**src/rtl/cache_ctl_consts.vh**
```
// Purpose: Shared constants for the cache-side bus controller
// Assumes: 50 MHz clk_i
// Notes: Cycle offsets count from the command strobe cycle
`ifndef CACHE_CTL_CONSTS_VH
`define CACHE_CTL_CONSTS_VH
`define CMD_NONE 3'h0
`define CMD_RD_NC 3'h1
`define CMD_WR_NC 3'h2
`define CMD_RD_C 3'h3
`define CMD_WR_C 3'h4
`define CMD_INVAL 3'h5
`define PERMIT_OFS 4'h2
`define WRITE_READY_N_OFS 4'h3
`define OE_DATA_DLY 4'h2
`define SIZE_DW 2'h3
`define BURST_BEATS_HOST 4'h4
`define BLOCK_DW 4'h8
`define MISS_FETCH_NS 200
`define MISS_FETCH_CYC ((`MISS_FETCH_NS + 19) / 20)
`endif
```
**src/rtl/cache_ctl.v**
```verilog
// Purpose: External cache controller facing the processor bus: grants, ready strobes, write permit, invalidates
// Assumes: Pins synchronous to clk_i; tag lookup and fills supplied by user side
// Notes: Drives active-low control pins with output enables
// Bus rules for this block and the processor side
// RULE1 - Uncached read: drop grant, then data and ready
// RULE2 - Uncached write ends with ready, no permit
// RULE3 - Processor drives address, qualifiers, output enable
// RULE4 - Hit read: ready with SRAM data
// RULE5 - Data two cycles after output enable
// RULE6 - Processor drives controls inactive before release
// RULE7 - Read miss: drop read grant, fetch
// RULE8 - Fill: drop write grant, ready on word
// RULE9 - Burst hit: ready every beat
// RULE10 - Miss stores whole block, passes half
// RULE11 - Burst data critical word first, wrapping
// RULE12 - Write hit permit at strobe plus two
// RULE13 - Write hit ready at strobe plus three
// RULE14 - Burst write: ready per doubleword
// RULE15 - Processor drops burst before last write
// RULE16 - Accept any burst write length, size
// RULE17 - Grant withdrawal cuts burst; resumes later
// RULE18 - Invalidate: revoke grants, drive address, strobe
// RULE19 - Processor accepts back-to-back invalidates
// RULE20 - Reads start only under read grant
// RULE21 - Byte strobes only while permit low
// RULE22 - Size code: byte,half,word,doubleword
// RULE23 - Write qualifier doubles as invalidate input
// RULE24 - Offsets counted from command strobe
`timescale 1ns/1ps
`default_nettype none
`include "cache_ctl_consts.vh"
module cache_ctl #(
  parameter ADDR_W = 36,
  parameter FETCH_CYC = `MISS_FETCH_CYC
) (
  input wire clk_i,
  input wire rst_i,
  input wire command_strobe_n_i,
  input wire read_n_i,
  input wire write_n_i,
  input wire burst_n_i,
  input wire cacheable_i,
  input wire [ADDR_W-1:0] addr_i,
  input wire transfer_size_hi_i,
  input wire transfer_size_lo_i,
  input wire [63:0] data_i,
  input wire [63:0] fill_data_i,
  input wire tag_hit_i,
  input wire inval_req_i,
  input wire [ADDR_W-1:0] inval_addr_i,
  output wire read_grant_n_o,
  output wire write_grant_n_o,
  output wire read_ready_n_o,
  output wire write_ready_n_o,
  output wire write_strobe_permit_n_o,
  output reg [63:0] data_o,
  output reg data_oe_o,
  output reg [ADDR_W-1:0] addr_o,
  output reg addr_oe_o,
  output wire write_qual_n_o,
  output wire cmd_n_o,
  output wire ctl_oe_o,
  output reg [2:0] block_dw_o,
  output reg fill_we_o,
  output reg inval_ack_o
);
  localparam S_IDLE = 4'h0;
  localparam S_RD_HIT = 4'h1;
  localparam S_FETCH = 4'h2;
  localparam S_FILL = 4'h3;
  localparam S_WR_HIT = 4'h4;
  localparam S_WR_NC = 4'h5;
  localparam S_INV_REV = 4'h6;
  localparam S_INV_CMD = 4'h7;
  localparam S_INV_END = 4'h8;
  localparam S_RD_NC = 4'h9;

  ////////////////////////////////////////////////////////////////
  // Pin synchronisers
  reg [6:0] pin_s1_q;
  reg [6:0] pin_s2_q;
  reg [ADDR_W-1:0] addr_s1_q;
  reg [ADDR_W-1:0] addr_s2_q;
  wire cmd_v = ~pin_s2_q[0];
  wire rd_v = ~pin_s2_q[1];
  wire wr_v = ~pin_s2_q[2];
  wire burst_v = ~pin_s2_q[3];
  wire cach_v = pin_s2_q[4];
  wire hit_v = pin_s2_q[5];
  always @(posedge clk_i or posedge rst_i)
  begin
    if (rst_i)
    begin
      pin_s1_q <= 7'h0F;
      pin_s2_q <= 7'h0F;
      addr_s1_q <= {ADDR_W{1'b0}};
      addr_s2_q <= {ADDR_W{1'b0}};
    end
    else
    begin
      pin_s1_q <= {inval_req_i, tag_hit_i, cacheable_i, burst_n_i, write_n_i, read_n_i, command_strobe_n_i};
      pin_s2_q <= pin_s1_q;
      addr_s1_q <= addr_i;
      addr_s2_q <= addr_s1_q;
    end
  end

  ////////////////////////////////////////////////////////////////
  // Control
  reg [3:0] st_q;
  reg [3:0] cyc_q;
  reg [15:0] wait_q;
  reg [2:0] start_q;
  reg [2:0] idx_q;
  reg [3:0] beat_q;
  reg burst_q;
  reg read_grant_n_q;
  reg write_grant_n_q;
  reg read_ready_n_q;
  reg write_ready_n_q;
  reg permit_q;
  reg cmd_q;
  reg ctl_oe_q;
  assign read_grant_n_o = ~read_grant_n_q;
  assign write_grant_n_o = ~write_grant_n_q;
  assign read_ready_n_o = ~read_ready_n_q;
  assign write_ready_n_o = ~write_ready_n_q;
  assign write_strobe_permit_n_o = ~permit_q;
  assign cmd_n_o = ~cmd_q;
  assign write_qual_n_o = ~cmd_q;
  assign ctl_oe_o = ctl_oe_q;
  wire [2:0] next_idx = idx_q + 3'h1;
  // Fetch count cut to the wait counter on purpose
  wire [31:0] fetch_full = FETCH_CYC;

  always @(posedge clk_i or posedge rst_i)
  begin
    if (rst_i)
    begin
      st_q <= S_IDLE;
      cyc_q <= 4'h0;
      wait_q <= 16'h0000;
      start_q <= 3'h0;
      idx_q <= 3'h0;
      beat_q <= 4'h0;
      burst_q <= 1'b0;
      read_grant_n_q <= 1'b0;
      write_grant_n_q <= 1'b0;
      read_ready_n_q <= 1'b0;
      write_ready_n_q <= 1'b0;
      permit_q <= 1'b0;
      cmd_q <= 1'b0;
      ctl_oe_q <= 1'b0;
      data_o <= 64'h0000000000000000;
      data_oe_o <= 1'b0;
      addr_o <= {ADDR_W{1'b0}};
      addr_oe_o <= 1'b0;
      block_dw_o <= 3'h0;
      fill_we_o <= 1'b0;
      inval_ack_o <= 1'b0;
    end
    else
    begin
      read_ready_n_q <= 1'b0;
      write_ready_n_q <= 1'b0;
      permit_q <= 1'b0;
      cmd_q <= 1'b0;
      fill_we_o <= 1'b0;
      inval_ack_o <= 1'b0;
      cyc_q <= (cyc_q == 4'hF) ? cyc_q : cyc_q + 4'h1;
      case (st_q)
        S_IDLE:
        begin
          read_grant_n_q <= 1'b1;
          write_grant_n_q <= 1'b1;
          data_oe_o <= 1'b0;
          addr_oe_o <= 1'b0;
          ctl_oe_q <= 1'b0;
          cyc_q <= 4'h1;
          idx_q <= addr_s2_q[5:3];
          start_q <= addr_s2_q[5:3];
          beat_q <= 4'h0;
          burst_q <= burst_v;
          if (pin_s2_q[6])
          begin
            read_grant_n_q <= 1'b0; // RULE18
            write_grant_n_q <= 1'b0; // RULE18
            st_q <= S_INV_REV;
          end
          else if (cmd_v && rd_v && read_grant_n_q) // RULE20 RULE24
          begin
            if (!cach_v)
            begin
              read_grant_n_q <= 1'b0; // RULE1
              wait_q <= fetch_full[15:0];
              st_q <= S_RD_NC;
            end
            else if (hit_v)
              st_q <= S_RD_HIT; // RULE3
            else
            begin
              read_grant_n_q <= 1'b0; // RULE7
              wait_q <= fetch_full[15:0];
              st_q <= S_FETCH;
            end
          end
          else if (cmd_v && wr_v && write_grant_n_q)
            st_q <= (cach_v && hit_v) ? S_WR_HIT : S_WR_NC;
        end
        S_RD_NC:
        begin
          wait_q <= wait_q - 16'h0001;
          if (wait_q == 16'h0001)
          begin
            write_grant_n_q <= 1'b0; // RULE1
            data_o <= fill_data_i;
            data_oe_o <= 1'b1;
            read_ready_n_q <= 1'b1; // RULE1
            st_q <= S_IDLE;
          end
        end
        S_RD_HIT:
        begin
          // SRAM registers OE, so data lands at strobe plus two
          if (cyc_q >= `OE_DATA_DLY) // RULE5
          begin
            read_ready_n_q <= 1'b1; // RULE4 RULE9
            beat_q <= beat_q + 4'h1;
            if (!burst_q || beat_q == `BURST_BEATS_HOST - 4'h1)
              st_q <= S_IDLE;
          end
        end
        S_FETCH:
        begin
          wait_q <= wait_q - 16'h0001;
          if (wait_q == 16'h0001)
          begin
            write_grant_n_q <= 1'b0; // RULE8
            beat_q <= 4'h0;
            st_q <= S_FILL;
          end
        end
        S_FILL:
        begin
          // Whole block written; only first beats reach the processor
          fill_we_o <= 1'b1; // RULE10
          block_dw_o <= idx_q;
          data_o <= fill_data_i;
          data_oe_o <= 1'b1;
          idx_q <= next_idx; // RULE11
          beat_q <= beat_q + 4'h1;
          if (beat_q == 4'h0 || (burst_q && beat_q < `BURST_BEATS_HOST))
            read_ready_n_q <= 1'b1; // RULE8 RULE10
          if (beat_q == `BLOCK_DW - 4'h1)
            st_q <= S_IDLE;
        end
        S_WR_HIT:
        begin
          if (!write_grant_n_q) // RULE17
          begin
            write_grant_n_q <= 1'b1;
            cyc_q <= 4'h1;
          end
          else if (cyc_q == `PERMIT_OFS)
            permit_q <= 1'b1; // RULE12
          else if (cyc_q == `WRITE_READY_N_OFS)
          begin
            write_ready_n_q <= 1'b1; // RULE13 RULE14
            // Burst pin already high means last write is this one
            if (!burst_v || pin_s2_q[6]) // RULE15 RULE16
            begin
              if (pin_s2_q[6])
                write_grant_n_q <= 1'b0; // RULE17
              st_q <= S_IDLE;
            end
            else
              cyc_q <= `PERMIT_OFS;
          end
        end
        S_WR_NC:
        begin
          if (cyc_q == `WRITE_READY_N_OFS)
          begin
            write_ready_n_q <= 1'b1; // RULE2
            st_q <= S_IDLE;
          end
        end
        S_INV_REV:
        begin
          addr_o <= inval_addr_i;
          addr_oe_o <= 1'b1; // RULE18
          ctl_oe_q <= 1'b1;
          cmd_q <= 1'b1; // RULE18 RULE23
          st_q <= S_INV_CMD;
        end
        S_INV_CMD:
        begin
          inval_ack_o <= 1'b1;
          // Drive inactive one cycle before release to keepers
          st_q <= pin_s2_q[6] ? S_INV_REV : S_INV_END; // RULE19
        end
        S_INV_END:
        begin
          ctl_oe_q <= 1'b0;
          addr_oe_o <= 1'b0;
          st_q <= S_IDLE;
        end
        default:
          st_q <= S_IDLE;
      endcase
    end
  end
endmodule
`default_nettype wire

```
**config.mk**
```make
export PLATFORM = sky130hd
export DESIGN_NAME = cache_ctl
export DESIGN_NICKNAME = d
export VERILOG_FILES = /design/src/rtl/cache_ctl.v
export VERILOG_INCLUDE_DIRS = /design/src /design/src/rtl
export SDC_FILE = /design/constraint.sdc
export NUM_CORES = 1
export LEC_CHECK = 0
export BUFFER_PORTS_ARGS = -buffer_cell sky130_fd_sc_hd__buf_2
export CELL_PAD_IN_SITES_DETAIL_PLACEMENT = 1
export CELL_PAD_IN_SITES_GLOBAL_PLACEMENT = 1
export CORE_MARGIN = 1.5
export CORE_UTILIZATION = 29
export CTS_BUF_LIST = sky130_fd_sc_hd__clkbuf_8
export DETAILED_ROUTE_END_ITERATION = 12
export PLACE_DENSITY = 0.71
export SETUP_SLACK_MARGIN = 0.02
export SYNTH_ARGS = -nofsm -noshare
export SYNTH_HDL_FRONTEND = slang
export SYNTH_SLANG_ARGS = --single-unit
```
**constraint.sdc**
```tcl
create_clock -name clk_i -period 6.5 [get_ports clk_i]
set_input_delay 0 -clock clk_i [delete_from_list [all_inputs] [get_ports clk_i]]
set_output_delay 0 -clock clk_i [all_outputs]
set_load 0.005 [all_outputs]
```
# Word level (Yosys, flattened, before mapping)
# Index checks and enable logic that the tools add are counted.
[totals]
mem_count = 0
out_inout_bits = 115
reg_bits = 171
latchBits = 0
rom_bits = 0
mem_bits_rw = 0
[classes]
add_sub_neg = 4
n_reduce_logical = 27
shifts = 0
eq_ne = 30
n_div = 0
magnitude_cmp = 2
mul = 0
muxes = 62
bitwise = 10
[op_table]
columns = ["op", "n"]
rows = [
  ["case mux 64 bit (2 select lines)", 1],
  ["two-way mux 4 bit", 21],
  ["two-way mux 16 bit", 4],
  ["two-way mux 64 bit", 1],
  ["case mux 4 bit (9 select lines)", 1],
  ["case mux 16 bit (2 select lines)", 1],
  ["two-way mux 1 bit", 24],
  ["!= test 2 bit (second input constant)", 12],
  ["== test 4 x 2 -> 1 bit (second input constant)", 5],
  ["== test 4 x 3 -> 1 bit (second input constant)", 5],
  ["== test 16 x 1 -> 1 bit (second input constant)", 1],
  ["case mux 4 bit (4 select lines)", 1],
  ["subtractor 16 x 1 -> 16 bit (second input constant)", 1],
  ["== test 4 bit (second input constant)", 3],
  ["AND reduction 11 bit", 1],
  ["inverter 1 bit", 10],
  ["case mux 1 bit (3 select lines)", 3],
  ["adder 4 x 1 -> 4 bit (second input constant)", 2],
  ["zero test 4 bit", 2],
  ["case mux 4 bit (2 select lines)", 1],
  ["nonzero test 2 bit", 4],
  ["logical AND 1 bit", 6],
  ["case mux 3 bit (2 select lines)", 1],
  ["AND reduction 2 bit", 3],
  ["other kinds (16)", 21],
]

# Longest topological paths before layout
[logic_depth]
ltp_word = 7
mapped_depth = 8
mapped_depth_nobuf = 7

# Least setup slack after synthesis
# Ideal clock, no wire load.
[synth_path]
path_kind = "flip-flop to flip-flop"
from = "register wait_q[13]"
to = "register data_o[10]"
setup_time_ns = 0.127
arrival_time_ns = 2.088
path_slack_ns = 4.285
path_stages_with_launch = 7
synth_period_minus_slack_ns = 2.215
cell_sequence = "dfrtp_1 > or4_1 > and4bb_2 > a41o_1 > buf_4 > buf_6 > mux2_1"
[synth_via]
elab_chain_len = 3
[synth_rtl]
columns = ["element", "line", "source"]
rows = [
  ["start: declaration", "cache_ctl.v:112", "reg [15:0] wait_q;"],
  ["start signal: assignment", "cache_ctl.v:195", "wait_q <= fetch_full[15:0];"],
  ["start signal: assignment", "cache_ctl.v:203", "wait_q <= fetch_full[15:0];"],
  ["start signal: assignment", "cache_ctl.v:212", "wait_q <= wait_q - 16'h0001;"],
  ["== test 16 x 1 -> 1 bit", "cache_ctl.v:213", "if (wait_q == 16'h0001)"],
  ["!= test 2 bit (no line)", "--", ""],
  ["AND reduction 2 bit (no line)", "--", ""],
  ["end signal: assignment", "cache_ctl.v:216", "data_o <= fill_data_i;"],
  ["end signal: assignment", "cache_ctl.v:248", "data_o <= fill_data_i;"],
  ["end: declaration", "cache_ctl.v:56", "output reg [63:0] data_o,"],
]
# No other way between the ends.
# A chain may end at the register's enable or synchronous reset.

# Worst setup path after layout
[layout_path]
from = "register st_q[2]"
to = "register data_o[49]"
[layout_via]
elab_chain_len = 3
[layout_rtl]
columns = ["element", "line", "source"]
rows = [
  ["start: declaration", "cache_ctl.v:110", "reg [3:0] st_q;"],
  ["start signal: assignment", "cache_ctl.v:208", "st_q <= (cach_v && hit_v) ? S_WR_HIT : S_WR_NC;"],
  ["start signal: assignment", "cache_ctl.v:300", "st_q <= pin_s2_q[6] ? S_INV_REV : S_INV_END;"],
  ["== test 4 bit / == test 4 x 2 -> 1 bit (equally long branches)", "cache_ctl.v:171", "case (st_q)"],
  ["!= test 2 bit (no line) / nonzero test 2 bit (equally long branches)", "--", ""],
  ["AND reduction 2 bit (no line)", "--", ""],
]
# Several ways; a longest one is shown, not always the timed one.

==> flow_summary.yaml <==
outcome:
  status: "completed"
yosys:
  synth_area_um2: 6770
  ys_ff_latch: 165
  yosys.area.top_type: "dfrtp_1"
  synth_sequential_area_ratio_pct: 61.2
  avgSynthCellArea_um2: 13.0
  syn_inst: 519
  synthesis.nets: 737
  netlist_top_cells_area: "dfrtp_1 (58%), mux2_2 (8.8%), mux2_1 (8.2%)"
  netlist.area_leader.share_pct: 58.1
  yosys_warnings: 0
  synth-main-ff-cell: "dfrtp_1"
  async_reset_ff_share_pct: 100
  synth-edff-count: 0
  synth_cell_types: 58
timing:
  min_period_over_period_pct: 47.4
  clock_skew_ps: 18.9
  hold_viol_final: 0
  fin_crit_ps: 3080
  worst_slew_pin_slew_ps: 1120
  fmax_mhz: 325
  slew_violations: 0
  fin_tns_setup_ps: 0
  max_slew_margin_pct: 25.3
  rsz0062_at_grt: "false"
  setup_viol: 0
floorplanning:
  chipWidth_um: 156
  start_util_pct: 29.7
  die_area_um2: 24300
  core_area_um2: 22800
  die_h_um: 156
  fp-row-count: 55
  io_pins: 326
placement:
  port_buffers: 226
  place_hpwl_um: 12200
  gp_congestion: 0.753
  dp_cells: 1037
layout:
  fill_cells: 2523
  area_growth_pct: 42.5
  fin_nets: 1072
  drive_above_1_share_pct: 38.6
  multi_input_area_um2: 2420
  final_common_cell: "buf_2"
  instances_no_fill: 1180
  regArea_um2: 4140
  layout_common_cells: "buf_2 (226), dfrtp_1 (157), dlygate4sd3_1 (111)"
cts:
  path_clk_slew_ps: 100
  cts-root-buf: "clkbuf_8"
  cts_buffers: 17
  cts_tree: "done"
  cts.htree.levels: 4
  clockBufferDepth: 2
  cts_resized: 0
  cts.sinks: 165
  clk_latency_ps: 450
detailed_routing:
  antenna_left: 0
  vias: 5432
  routed_wl_um: 20200
  wl_per_cell_um: 17.1
  drcViolationCount: 0
  first_pass_iters: 4
  drt_iter0_drc: 168
  via_per_inst: 4.60
power:
  ir_worst_vdd_mv: 0.181
  p_per_area_nw_per_um2: 416
  leakagePower_nw: 4.51
hold_path:
  hold_class: "primary input to flip-flop"
  hp-start: "addr_i[3]"
critical_path:
  regToRegSetupSlack_ps: 3420
  cp_max_fo: 65
  cp-end-kind: "flip-flop"
  critPathKind: "flip-flop to flip-flop"
  r2r-start: "st_q[2]"
  cp-start-kind: "flip-flop"
  worstPathArrival_ps: 3410
  cp-startpoint: "st_q[2]"
  worstPathRequired_ps: 6830
global_routing:
  grt_pass1_wl_um: 32600
  grtUsageTotal_pct: 17.3
  grt_pass1_vias: 6069
  grt_max_degree: 74
  antenna_found_initial: 1
  grt_overflow_total: 0
flow_run:
  cap_violations: 0
==> kinds of logic (layout without fill, tap and decap cells) <==
| family | after synthesis | after routing | synth area share (%) |
|---|---|---|---|
| compound gates | 72 | 72 | 6.66 |
| xor+xnor | 5 | 5 | 0.647 |
| fa+ha+maj | 7 | 7 | 1.29 |
| buf+inv | 41 | 388 | 3.22 |
| flops | 165 | 165 | 61.2 |
| mux | 103 | 103 | 17.1 |
| other cells | 0 | 1 | 0 |
| simple gates | 126 | 126 | 9.91 |
==> synth_stat cells, drive strengths merged, types with 4 or more instances <==
master  count
nand2      32
nor3       11
inv        16
dfrtp     157
xnor2       4
nand2b      5
a21oi      19
or4         6
nor2b       4
nor2       26
ha          7
nand3      10
mux2      102
o21ai      25
or3         9
buf        17
clkbuf      7
dfstp       8
nor4        8
==> report_power, final <==
part           total, mW  leakage [nW]  switching, mW  internal, mW
clock network      0.712         0.185          0.407         0.305
logic               1.55          2.32          0.753         0.794
registers           1.75          2.00          0.304          1.45
total               4.01          4.51           1.46          2.55
==> final cells by class <==
type / count / area share, %
sequential: 165 / 42.9
multi-input combinational: 313 / 25.1
timing repair buffer: 340 / 23.5
tap: 313 / 4.06
clock buffer: 17 / 2.43
clock inverter: 14 / 1.30
inverter: 17 / 0.713
antenna: 1 / 0.0259
==> layer usage <==
layer	GRT usage (%)	up-vias	wire, um
met3	4.11	35	795
met2	31.2	134	10800
li1	-	2503	-
met4	6.94	0	520
met5	0	-	0
met1	19.6	2760	7990
==> path summary, 6_finish.rpt <==
path	to	cells past startpoint
setup / recovery	data_o[49]	6
hold / removal	addr_s1_q[3]	2
setup reg to reg	data_o[49]	6
hold reg to reg	pin_s2_q[6]	0
max in group asynchronous	data_o[52]	4
min in group asynchronous	data_o[21]	3
==> critical path, stage by stage, from the launching register on <==
cell and delay, ps:
dfrtp_1 630, nor2_1 420, nand3_1 300, clkinv_1 290, a41o_2 140, buf_4 690, mux2_2 430
==> sequential cells by signal, indices dropped and copies added, names as in the netlist, 3 cells and up <==
| signal | cells |
|---|---|
| cyc_q | 4 |
| addr_s2_q | 3 |
| block_dw_o | 3 |
| data_o | 64 |
| beat_q | 4 |
| pin_s1_q | 7 |
| idx_q | 3 |
| addr_o | 36 |
| addr_s1_q | 3 |
| pin_s2_q | 7 |
| wait_q | 16 |
| st_q | 4 |
==> timing repair <==
action,4_1_cts,5_1_grt
hold buffers,111,0
setup buffers,0,0
endpoints found under the hold margin,175,0
==> through the flow <==
stage | cell area (um^2) | util (%) | hold WS (ps) | power, mW | setup slack [ps]
floorplan | 6770 | - | 4.48 | 2.61 | 2050
global placement | 8170 | 35.9 | 106 | 3.17 | 3380
detailed placement | 8170 | 35.9 | 107 | 3.23 | 3410
CTS | 9640 | 42.3 | 158 | 4.01 | 3400
global route | 9650 | 42.3 | 166 | 4.32 | 3120
finish | 9650 | 42.3 | 183 | 4.01 | 3420
Power figures use the tool's default switching activity.
